==> src/hw/led_sink_pkg.sv <==
// constants for the serial-in latched led sink controller
// assumes a 10 MHz pclk and an apb master on the register side
package led_sink_pkg;
  localparam int CHAN_W = 16;
  localparam int GAIN_W = 6;
  localparam int CLK_PERIOD_NS = 100;
  // open-led detection settles this long after a channel is switched on
  localparam int OPEN_DELAY_NS = 200;
  localparam int OPEN_DELAY_CYC_RAW = (OPEN_DELAY_NS + CLK_PERIOD_NS - 1) / CLK_PERIOD_NS;
  localparam int OPEN_DELAY_CYC = (OPEN_DELAY_CYC_RAW < 1) ? 1 : OPEN_DELAY_CYC_RAW;
  localparam logic [3:0] SETTLE_DONE = 4'(OPEN_DELAY_CYC);
  // gain code applied at power-up, about half of the base current
  localparam logic [5:0] GAIN_RESET = 6'h1F;
  localparam logic [15:0] CHAN_RESET = 16'h0000;
  // apb register byte offsets
  localparam logic [7:0] CTRL_OFFSET = 8'h00;
  localparam logic [7:0] STATUS_OFFSET = 8'h04;
  localparam logic [7:0] CHAN_OFFSET = 8'h08;
  localparam logic [7:0] LOWV_OFFSET = 8'h0C;
  // ctrl fields
  localparam int CTRL_DETECT_BIT = 0;
  localparam logic [31:0] CTRL_RESET = 32'h0000_0001;
  // status fields
  localparam int STAT_THERMAL_BIT = 0;
  localparam int STAT_OPEN_BIT = 1;
  localparam int STAT_SELECT_BIT = 2;
  localparam int STAT_ENABLE_N_BIT = 3;
  localparam int STAT_GAIN_LSB = 8;
  typedef enum logic [1:0] {
    APB_IDLE = 2'b00,
    APB_WAIT = 2'b01,
    APB_DONE = 2'b10
  } apb_state_e;
endpackage

==> src/hw/led_sink_ctrl.sv <==
// Behaviour
// - with path select low, shifted serial bits load the six-bit gain code.
// - channel current scales linearly with the latched six-bit gain code.
// - applied gain code holds until a new gain code is latched.
// - gain code powers up as 011111, about half base current.
// - with path select high, serial bits shift into sixteen channel bits.
// - a latched one turns its channel on, a zero turns it off.
// - latch passes shift contents while strobe high, holds while low.
// - serial out changes on falling clock edge if edge select high, else rising.
// - fault line pulled low while over-temperature indication asserts.
// - thermal fault releases only when cooled below low threshold or reset.
// - fault line is the or of thermal fault and open-led fault.
// - output enable high turns all outputs off and stops open detection.
// - open-led fault when any switched-on output shows low voltage.
// - open-led fault valid only after a settle time after switch-on.
//
// file holds the whole sink controller: pin sampling, shift paths, latches,
// fault logic and an apb register slave. all non-apb pins come from outside pclk and
// are synchronised; the serial clock is sampled, so it must run well below pclk.
//
// Implementation choices: register access over APB and the register offsets.
`timescale 1ns/1ns
module led_sink_ctrl #(
  parameter int CHANNELS = 16
) (
  input wire logic pclk,
  input wire logic presetn,
  input wire logic psel,
  input wire logic penable,
  input wire logic pwrite,
  input wire logic [7:0] paddr,
  input wire logic [31:0] pwdata,
  output logic [31:0] prdata,
  output logic pready,
  output logic pslverr,
  input wire logic serial_clock,
  input wire logic serial_in,
  input wire logic path_select,
  input wire logic latch_strobe,
  input wire logic out_edge_select,
  input wire logic out_enable_n,
  input wire logic temp_above_high,
  input wire logic temp_below_low,
  input wire logic [CHANNELS-1:0] low_voltage,
  output logic [CHANNELS-1:0] sink_channel,
  output logic [led_sink_pkg::GAIN_W-1:0] gain_code,
  output logic serial_out,
  output logic alarm_out,
  output logic alarm_oe
);
  import led_sink_pkg::*;

  localparam int SYNC_W = CHANNELS + 8;

  logic [SYNC_W-1:0] sync1_reg;
  logic [SYNC_W-1:0] sync2_reg;
  logic sclk_d_reg;
  logic [GAIN_W-1:0] gain_shift_reg;
  logic [CHANNELS-1:0] chan_shift_reg;
  logic [GAIN_W-1:0] gain_reg;
  logic [CHANNELS-1:0] chan_latch_reg;
  logic [CHANNELS-1:0] sink_reg;
  logic serial_out_reg;
  logic thermal_reg;
  logic open_reg;
  logic alarm_oe_reg;
  logic [3:0] settle_reg;
  logic [31:0] ctrl_reg;
  logic [31:0] prdata_reg;
  logic pready_reg;
  logic pslverr_reg;
  apb_state_e apb_state_reg;

  // synchronised pin views, only the second stage is read
  wire sclk_s = sync2_reg[SYNC_W-1];
  wire sdi_s = sync2_reg[SYNC_W-2];
  wire sel_s = sync2_reg[SYNC_W-3];
  wire lat_s = sync2_reg[SYNC_W-4];
  wire edge_s = sync2_reg[SYNC_W-5];
  wire oe_n_s = sync2_reg[SYNC_W-6];
  wire hot_s = sync2_reg[SYNC_W-7];
  wire cool_s = sync2_reg[SYNC_W-8];
  wire [CHANNELS-1:0] lowv_s = sync2_reg[CHANNELS-1:0];

  // serial clock edges found by sampling
  wire sclk_rise = sclk_s & ~sclk_d_reg;
  wire sclk_fall = ~sclk_s & sclk_d_reg;

  // shift paths, msb first so the first bit ends on top
  wire [GAIN_W-1:0] gain_shift_next = {gain_shift_reg[GAIN_W-2:0], sdi_s};
  wire [CHANNELS-1:0] chan_shift_next = {chan_shift_reg[CHANNELS-2:0], sdi_s};
  wire gain_step = sclk_rise & ~sel_s;
  wire chan_step = sclk_rise & sel_s;

  // last stage of the active path feeds the next device in a chain
  wire tail_now = sel_s ? chan_shift_reg[CHANNELS-1] : gain_shift_reg[GAIN_W-1];
  wire tail_after = sel_s ? chan_shift_next[CHANNELS-1] : gain_shift_next[GAIN_W-1];

  // transparent latches, one per path, updated only for the selected path
  wire gain_open = lat_s & ~sel_s;
  wire chan_open = lat_s & sel_s;

  // sink outputs gated by the enable pin
  wire [CHANNELS-1:0] sink_next = oe_n_s ? '0 : chan_latch_reg;

  // open detection waits for the switched-on set to settle
  wire settle_restart = (sink_next != sink_reg);
  wire settled = (settle_reg == SETTLE_DONE);
  wire [3:0] settle_next = settle_restart ? 4'h0 : (settled ? settle_reg : settle_reg + 4'h1);
  wire detect_en = ctrl_reg[CTRL_DETECT_BIT] & ~oe_n_s;
  wire open_next = detect_en & settled & (|(sink_reg & lowv_s));

  // thermal flag: set wins over the release so a new hot event is never lost
  wire thermal_next = hot_s | (thermal_reg & ~cool_s);

  // apb decode
  wire apb_access = psel & penable;
  // the write lands at the edge where the master samples pready high
  wire apb_take = apb_access & (apb_state_reg == APB_DONE);
  wire hit_ctrl = (paddr == CTRL_OFFSET);
  wire hit_status = (paddr == STATUS_OFFSET);
  wire hit_chan = (paddr == CHAN_OFFSET);
  wire hit_lowv = (paddr == LOWV_OFFSET);
  wire hit_any = hit_ctrl | hit_status | hit_chan | hit_lowv;
  wire write_ok = apb_take & pwrite & hit_ctrl;
  wire bad_access = ~hit_any | (pwrite & ~hit_ctrl);
  wire [31:0] status_word = {16'h0000, 2'b00, gain_reg, 4'h0, oe_n_s, sel_s, open_reg,
                             thermal_reg};
  wire [31:0] read_word = hit_ctrl ? ctrl_reg :
                          hit_status ? status_word :
                          hit_chan ? 32'(chan_latch_reg) :
                          hit_lowv ? 32'(lowv_s) : 32'h0000_0000;

  // two-flop pin synchroniser and serial clock history
  always_ff @(posedge pclk or negedge presetn) begin
    if (!presetn) begin
      sync1_reg <= '0;
      sync2_reg <= '0;
      sclk_d_reg <= 1'b0;
    end else begin
      sync1_reg <= {serial_clock, serial_in, path_select, latch_strobe, out_edge_select,
                    out_enable_n, temp_above_high, temp_below_low, low_voltage};
      sync2_reg <= sync1_reg;
      sclk_d_reg <= sclk_s;
    end
  end

  // shift registers step on sampled rising serial clock edges
  always_ff @(posedge pclk or negedge presetn) begin
    if (!presetn) begin
      gain_shift_reg <= '0;
      chan_shift_reg <= '0;
    end else begin
      if (gain_step) gain_shift_reg <= gain_shift_next;
      if (chan_step) chan_shift_reg <= chan_shift_next;
    end
  end

  // latches; the gain power-up value stands until a gain latch
  always_ff @(posedge pclk or negedge presetn) begin
    if (!presetn) begin
      gain_reg <= GAIN_RESET;
      chan_latch_reg <= CHAN_RESET;
    end else begin
      if (gain_open) gain_reg <= gain_shift_reg;
      if (chan_open) chan_latch_reg <= chan_shift_reg;
    end
  end

  // serial out: rising mode shows the post-shift tail, falling mode half a clock later
  always_ff @(posedge pclk or negedge presetn) begin
    if (!presetn) begin
      serial_out_reg <= 1'b0;
    end else if (edge_s && sclk_fall) begin
      serial_out_reg <= tail_now;
    end else if (!edge_s && sclk_rise) begin
      serial_out_reg <= tail_after;
    end
  end

  // sink drive, fault flags and the open-drain alarm
  always_ff @(posedge pclk or negedge presetn) begin
    if (!presetn) begin
      sink_reg <= '0;
      settle_reg <= 4'h0;
      open_reg <= 1'b0;
      thermal_reg <= 1'b0;
      alarm_oe_reg <= 1'b0;
    end else begin
      sink_reg <= sink_next;
      settle_reg <= settle_next;
      open_reg <= open_next;
      thermal_reg <= thermal_next;
      alarm_oe_reg <= thermal_reg | open_reg;
    end
  end

  // apb slave: two wait states so every answer comes from a flop
  always_ff @(posedge pclk or negedge presetn) begin
    if (!presetn) begin
      apb_state_reg <= APB_IDLE;
      pready_reg <= 1'b0;
      pslverr_reg <= 1'b0;
      prdata_reg <= 32'h0000_0000;
      ctrl_reg <= CTRL_RESET;
    end else begin
      case (apb_state_reg)
        APB_IDLE: begin
          pready_reg <= 1'b0;
          pslverr_reg <= 1'b0;
          if (apb_access) apb_state_reg <= APB_WAIT;
        end
        APB_WAIT: begin
          pready_reg <= 1'b1;
          pslverr_reg <= bad_access;
          prdata_reg <= pwrite ? 32'h0000_0000 : read_word;
          apb_state_reg <= APB_DONE;
        end
        APB_DONE: begin
          pready_reg <= 1'b0;
          pslverr_reg <= 1'b0;
          apb_state_reg <= APB_IDLE;
        end
        default: apb_state_reg <= APB_IDLE;
      endcase
      if (write_ok) ctrl_reg <= pwdata;
    end
  end

  assign prdata = prdata_reg;
  assign pready = pready_reg;
  assign pslverr = pslverr_reg;
  assign sink_channel = sink_reg;
  // gain code scales every channel's current linearly in the analogue stage
  assign gain_code = gain_reg;
  assign serial_out = serial_out_reg;
  assign alarm_out = 1'b0;
  assign alarm_oe = alarm_oe_reg;
endmodule

==> config.mk <==
export PLATFORM = sky130hd
export DESIGN_NAME = led_sink_ctrl
export DESIGN_NICKNAME = d
export VERILOG_FILES = /design/src/hw/led_sink_pkg.sv /design/src/hw/led_sink_ctrl.sv
export SDC_FILE = /design/constraint.sdc
export NUM_CORES = 1
export LEC_CHECK = 0
export ABC_AREA = 1
export CORE_MARGIN = 4
export CORE_UTILIZATION = 63
export DETAILED_ROUTE_END_ITERATION = 10
export DONT_BUFFER_PORTS = 1
export GPL_TIMING_DRIVEN = 0
export HOLD_SLACK_MARGIN = 0.03
export PLACE_DENSITY = 0.79
export SLEW_MARGIN = 20
export SYNTH_ARGS = -nofsm -noshare
export SYNTH_HDL_FRONTEND = slang
export SYNTH_SLANG_ARGS = --single-unit
==> constraint.sdc <==
create_clock -name pclk -period 1.6 [get_ports pclk]
set_clock_uncertainty 0.15 [all_clocks]
set_input_delay 0.08 -clock pclk [delete_from_list [all_inputs] [get_ports pclk]]
set_output_delay 0.08 -clock pclk [all_outputs]
set_load 0.1 [all_outputs]
==> results of run 1 <==
==> critical path, stage by stage (launching register included) <==
cell,delay (ns)
dfrtp_2,0.46
inv_4,0.10
buf_8,0.13
nand2_2,0.05
nand2_1,0.06
nand2_1,0.08
nor2_2,0.14
nand2_1,0.08
nor2_2,0.09
nand2_2,0.10
nor2_1,0.12
==> power by group <==
group          leakage, nW  switching [mW]  internal, mW
sequential            2.28           0.822          5.03
clock                0.314            1.75          2.86
combinational         2.06           0.548         0.385
==> metrics by stage <==
stage | setup slack [ns] | TNS (ns) | std cells
after CTS | -0.0199 | -0.0713 | 1080
after floorplan | 0.0776 | 0 | 835
after global placement | -0.105 | -0.728 | 978
after global routing | -0.151 | -1.10 | 1082
after detailed placement | -0.167 | -2.36 | 978
final | -0.0532 | -0.151 | 1082
==> cells by family (layout without fill, tap and decap cells) <==
group,Yosys count,after routing
DFF,185,185
muxes,1,1
and+or+nand+nor,433,433
AOI/OAI and AO/OA,88,88
buffers and inverters,123,227
other,1,1
adders and majority gates,2,2
xor gates and xnor gates,2,2
==> area by class of cell <==
class                      instances  area [um2]  area share (%)
buffer                            38         279            2.98
clock buffer                      21         460            4.92
clock inverter                    11         193            2.06
inverter                          85         322            3.44
multi-input combinational        527        2450            26.2
sequential                       185        4760            50.8
tap                              143         179            1.91
timing repair buffer              72         716            7.65
==> final timing paths <==
| check | start | endpoint | slack [ns] | cells past startpoint |
|---|---|---|---|---|
| worst max-delay path | sync2_reg[18] | settle_reg[2] | -0.05 | 10 |
| worst min-delay path | presetn | prdata[9] | -0.81 | 0 |
| worst max register to register | sync2_reg[18] | settle_reg[2] | -0.05 | 10 |
| worst min register to register | sync1_reg[18] | sync2_reg[18] | 0.19 | 0 |
| max in group asynchronous | presetn | sink_channel[9] | 1.67 | 0 |
| min in group pclk | paddr[0] | prdata[0] | 0.03 | 7 |
==> metal layers <==
metal	wire [um]	vias up	global-route usage (%)	share of wire (%)
met5	0	-	0	0
met4	919	0	15.0	4.6
met3	1660	81	8.95	8.3
met2	9710	347	47.5	49
met1	7700	3064	37.4	39
li1	-	2810	-	-
==> cells in the final DEF, fill, tap and decap left out, drive strengths merged <==
master       count
a21oi           21
buf             31
bufinv           5
clkbuf          33
clkinv           3
clkinvlp         2
conb             1
dfrtp          179
dfstp            6
dlygate4sd3     67
ha               2
inv             86
mux2             1
nand2          304
nand3           71
nand3b           7
nand4            5
nor2            42
nor3             2
o2111ai         11
o211ai           2
o21ai           53
o21bai           1
or2              2
xor2             2
==> repair_timing <==
| item | in CTS | in global routing |
|---|---|---|
| buffers inserted | 3 | 1 |
| resized for setup | 66 | 68 |
| hold buffers | 66 | 2 |
| endpoints found under the hold margin | 256 | 188 |
| setup endpoints to repair | 76 | 94 |
| pin swaps | 11 | 10 |
| cloned | 1 | 0 |
==> results.json, run 1 <==
{
  "syn_to_final_growth_pct": 24.1,
  "critPathRequiredTime_ns": 1.81,
  "synth_xor_area_share_pct": 0.232,
  "grt_max_degree": 186,
  "total_power_mw": 11.4,
  "final_core_util_pct": 80.9,
  "numPortBuffers": 0,
  "period_share_pct": 103,
  "netlist_instances": 835,
  "htreeDepth": 4,
  "drv_slew": 0,
  "maxCapViolCount": 0,
  "fill_cells": 664,
  "synth.distinct_cells": 31,
  "worst_slack_ns": -0.0532,
  "synthArstFlopShare_pct": 100,
  "vias": 6302,
  "synth_common_cells": "nand2_1 (302), dfrtp_1 (179), inv_1 (82)",
  "core_area_um2": 11600,
  "fin_crit_ns": 1.65,
  "drive_above_1_share_pct": 18.4,
  "initial_core_util_pct": 65.2,
  "grtUsageTotal_pct": 29.8,
  "synth_warnings": 0,
  "drt-initial-drc-count": 756,
  "path_class": "flop to flop",
  "synth.most_common_cell": "nand2_1",
  "avgViaCountPerCell": 5.82,
  "die_area_um2": 13800,
  "arrival_ns": 1.86,
  "postSynthAreaPerCell_um2": 9.03,
  "crit_path_end_kind": "flop",
  "synth_largest_area_cell": "dfrtp_1",
  "synth_nets": 906,
  "max_freq_mhz": 605,
  "cts_tree": "built",
  "antenna_found_initial": 0,
  "placed_cell_area_um2": 7740,
  "grt_overflow": 0,
  "gp_congestion": 0.904,
  "avgRoutedWirePerCell_um": 18.5,
  "cts.clk_slew.worst_paths_ns": 0.06,
  "fp-row-count": 39,
  "drt_wl_total_mm": 20.0,
  "crit_fanout": 5,
  "relSlewSlack_pct": 62.2,
  "fin_hold_ws_ns": -0.806,
  "rsz0062_at_grt": "true",
  "synth_top_family_by_area": "simple AND/OR/NAND/NOR gates",
  "cts_buffer_depth": 2,
  "io_pins": 128,
  "syn-cell-area_um2": 7540,
  "power_per_cell_area_nw_per_um2": 1220,
  "synthMuxAreaShare_pct": 0.149,
  "setup-violations-final": 4,
  "postLayoutCellArea_um2": 9360,
  "synth-edff-count": 0,
  "ir_worst_vdd_mv": 0.984,
  "n_antenna_cell": 0,
  "p_leak_nw": 4.66,
  "synth_top_area_share_pct": 59.4,
  "hpwlAfterDp_mm": 12.6,
  "synth-compound-area-share_pct": 6.49,
  "ys_top_cells_by_area": "dfrtp_1 (59%), nand2_1 (15%), nand3_1 (4.6%), inv_1 (4.1%), o21ai_0 (3.5%)",
  "start_kind": "flop",
  "ys_seq_area_share_pct": 61.5,
  "nets": 997,
  "clock_sinks": 185,
  "outcome": "complete, but fails checks",
  "synth-simple-area-share_pct": 24.1,
  "hold_class": "input pin to asynchronous set/reset pin",
  "cts_buffers": 17,
  "violations": "hold timing, setup timing",
  "drc": 0,
  "dr.pass1.iters": 8,
  "synth_seq_cells": 185,
  "synthFlopType": "dfrtp_1",
  "grt_pass1_wl_mm": 32.5,
  "hold_viol": 185,
  "cts_root_buffer": "clkbuf_16",
  "die_x_um": 117,
  "grt_pass1_vias": 6306,
  "synth-adder-area-share_pct": 0.332,
  "worstSkewPairLatency_ns": 0.43,
  "tightest_slew_ns": 0.567,
  "fp.dieH_um": 117,
  "drtAntennaViolNets": 0
}
(Power assumes the default switching activity.)
==> run 2: changes to the inputs <==
Settings changed: CTS_CLUSTER_SIZE set to 30, GPL_TIMING_DRIVEN 0 to unset.
==> results.json, run 2 (same netlist as run 1, synthesis figures left out) <==
{
  "start_kind": "input pin",
  "nets": 1040,
  "cts_buffers": 17,
  "avgRoutedWirePerCell_um": 18.5,
  "crit_fanout": 10,
  "hold_viol": 185,
  "fp-row-count": 39,
  "fin_crit_ns": 1.57,
  "syn_to_final_growth_pct": 26.6,
  "ir_worst_vdd_mv": 1.34,
  "core_area_um2": 11600,
  "combPwrFrac_pct": 14.2,
  "grtUsageTotal_pct": 30.0,
  "setup-violations-final": 0,
  "grt_max_degree": 186,
  "antenna_found_initial": 0,
  "worstSkewPairLatency_ns": 0.43,
  "final_common_cell": "nand2_1",
  "initial_core_util_pct": 65.2,
  "drtAntennaViolNets": 0,
  "path_class": "input pin to flop",
  "total_power_mw": 11.0,
  "p_leak_nw": 4.92,
  "clock_sinks": 185,
  "n_antenna_cell": 0,
  "fin_hold_ws_ns": -0.805,
  "max_freq_mhz": 635,
  "switchingPower_mw": 3.19,
  "numPortBuffers": 0,
  "layout_common_cells": "nand2_1 (300), dfrtp_1 (162), inv_1 (81), buf_4 (75), dlygate4sd3_1 (69)",
  "pwr-share-seq_pct": 47.8,
  "drt-initial-drc-count": 725,
  "period_share_pct": 98.4,
  "drt_wl_total_mm": 20.8,
  "grt_util_met3_pct": 6.16,
  "grt_overflow": 0,
  "avgViaCountPerCell": 5.73,
  "rsz0062_at_grt": "true",
  "drc": 0,
  "grt_pass1_vias": 6417,
  "violations": "hold timing",
  "cts_buffer_depth": 2,
  "htreeDepth": 4,
  "die_area_um2": 13800,
  "critPathRequiredTime_ns": 1.81,
  "outcome": "complete, but fails checks",
  "hold_class": "input pin to asynchronous set/reset pin",
  "power_per_cell_area_nw_per_um2": 1150,
  "cts_tree": "built",
  "cts.clk_slew.worst_paths_ns": 0.07,
  "arrival_ns": 1.79,
  "swShare_pct": 28.9,
  "die_x_um": 117,
  "met1_usage_pct": 37.5,
  "gp_congestion": 0.944,
  "vias": 6447,
  "maxCapViolCount": 0,
  "fill_cells": 639,
  "grt_util_met2_pct": 51.0,
  "drv_slew": 0,
  "dr.pass1.iters": 6,
  "hpwlAfterDp_mm": 12.7,
  "clkPwrFrac_pct": 38.0,
  "fp.dieH_um": 117,
  "crit_path_end_kind": "flop",
  "p_int_mw": 7.84,
  "grt_pass1_wl_mm": 32.8,
  "busiest_layer": "met2",
  "io_pins": 128,
  "drive_above_1_share_pct": 16.2,
  "cts_root_buffer": "clkbuf_16"
}
## run 2: layout make-up
type	instances	area, um2	share of cell area, %
Timing Repair Buffer	152	1400	14.6
Clock buffer	20	447	4.68
Sequential cell	185	4660	48.8
Inverter	85	324	3.39
Tap cell	143	179	1.87
Clock inverter	12	144	1.51
Multi-Input combinational cell	527	2400	25.1
Timing Repair inverter	1	5.00	0.0524
## run 2: repair_timing
item                       4_1_cts  5_1_grt
gates cloned                     0        1
hold buffers                    69        1
pin swaps                        0        3
gates resized for setup          1       16
hold endpoints to repair       273      186
setup buffers                    0        7
setup endpoints to repair        4       28
## run 2: path summary, 6_finish.rpt
path,endpoint,slack [ns],from,cells past startpoint
hold / removal,ctrl_reg[13],-0.81,presetn,0
min in group pclk,sync1_reg[4],0.06,low_voltage[4],1
max in group asynchronous,gain_code[2],1.78,presetn,0
setup / recovery,prdata[2],0.03,paddr[7],12
hold reg to reg,sync2_reg[21],0.20,sync1_reg[21],0
setup reg to reg,settle_reg[0],0.03,sync2_reg[18],8
## run 2: metrics by stage
stage / setup WS, ns / cells / utilization, % / instance area, um2 / TNS [ns]
final: 0.0263 / 1125 / 82.6 / 9550 / 0
after global routing: -0.0429 / 1125 / 82.6 / 9550 / -0.212
after CTS: 0.0115 / 1117 / 81.6 / 9440 / 0
after detailed placement: -0.0511 / 1016 / 70.5 / 8160 / -0.169
after global placement: 0.100 / 1016 / 70.5 / 8160 / 0
after floorplan: 0.0776 / 835 / - / 7560 / 0
## run 2: routing by layer
metal,vias to the layer above,wire length (um)
li1,2897,-
met1,3133,8170
met2,348,10500
met3,69,1310
met4,0,803
met5,-,0
## run 2: worst max-delay path, stage by stage
cell and delay [ns]:
dlygate4sd3_1 0.55, inv_1 0.11, nand2_2 0.08, nor2_4 0.17, buf_4 0.16, buf_4 0.17
nand3_1 0.08, nand2_1 0.09, nand2_1 0.06, nand2_1 0.10, nand2_1 0.07, nand2_1 0.05
## run 2: power groups by stage
stage / Combinational [mW] / Clock, mW / Sequential, mW
2_1_floorplan: 0.526 / 0 / 5.78
5_1_grt: 1.67 / 4.43 / 5.30
3_5_place_dp: 1.34 / 0 / 5.34
6_report: 1.57 / 4.19 / 5.27
4_1_cts: 1.52 / 4.20 / 5.26
3_3_place_gp: 1.31 / 0 / 5.32
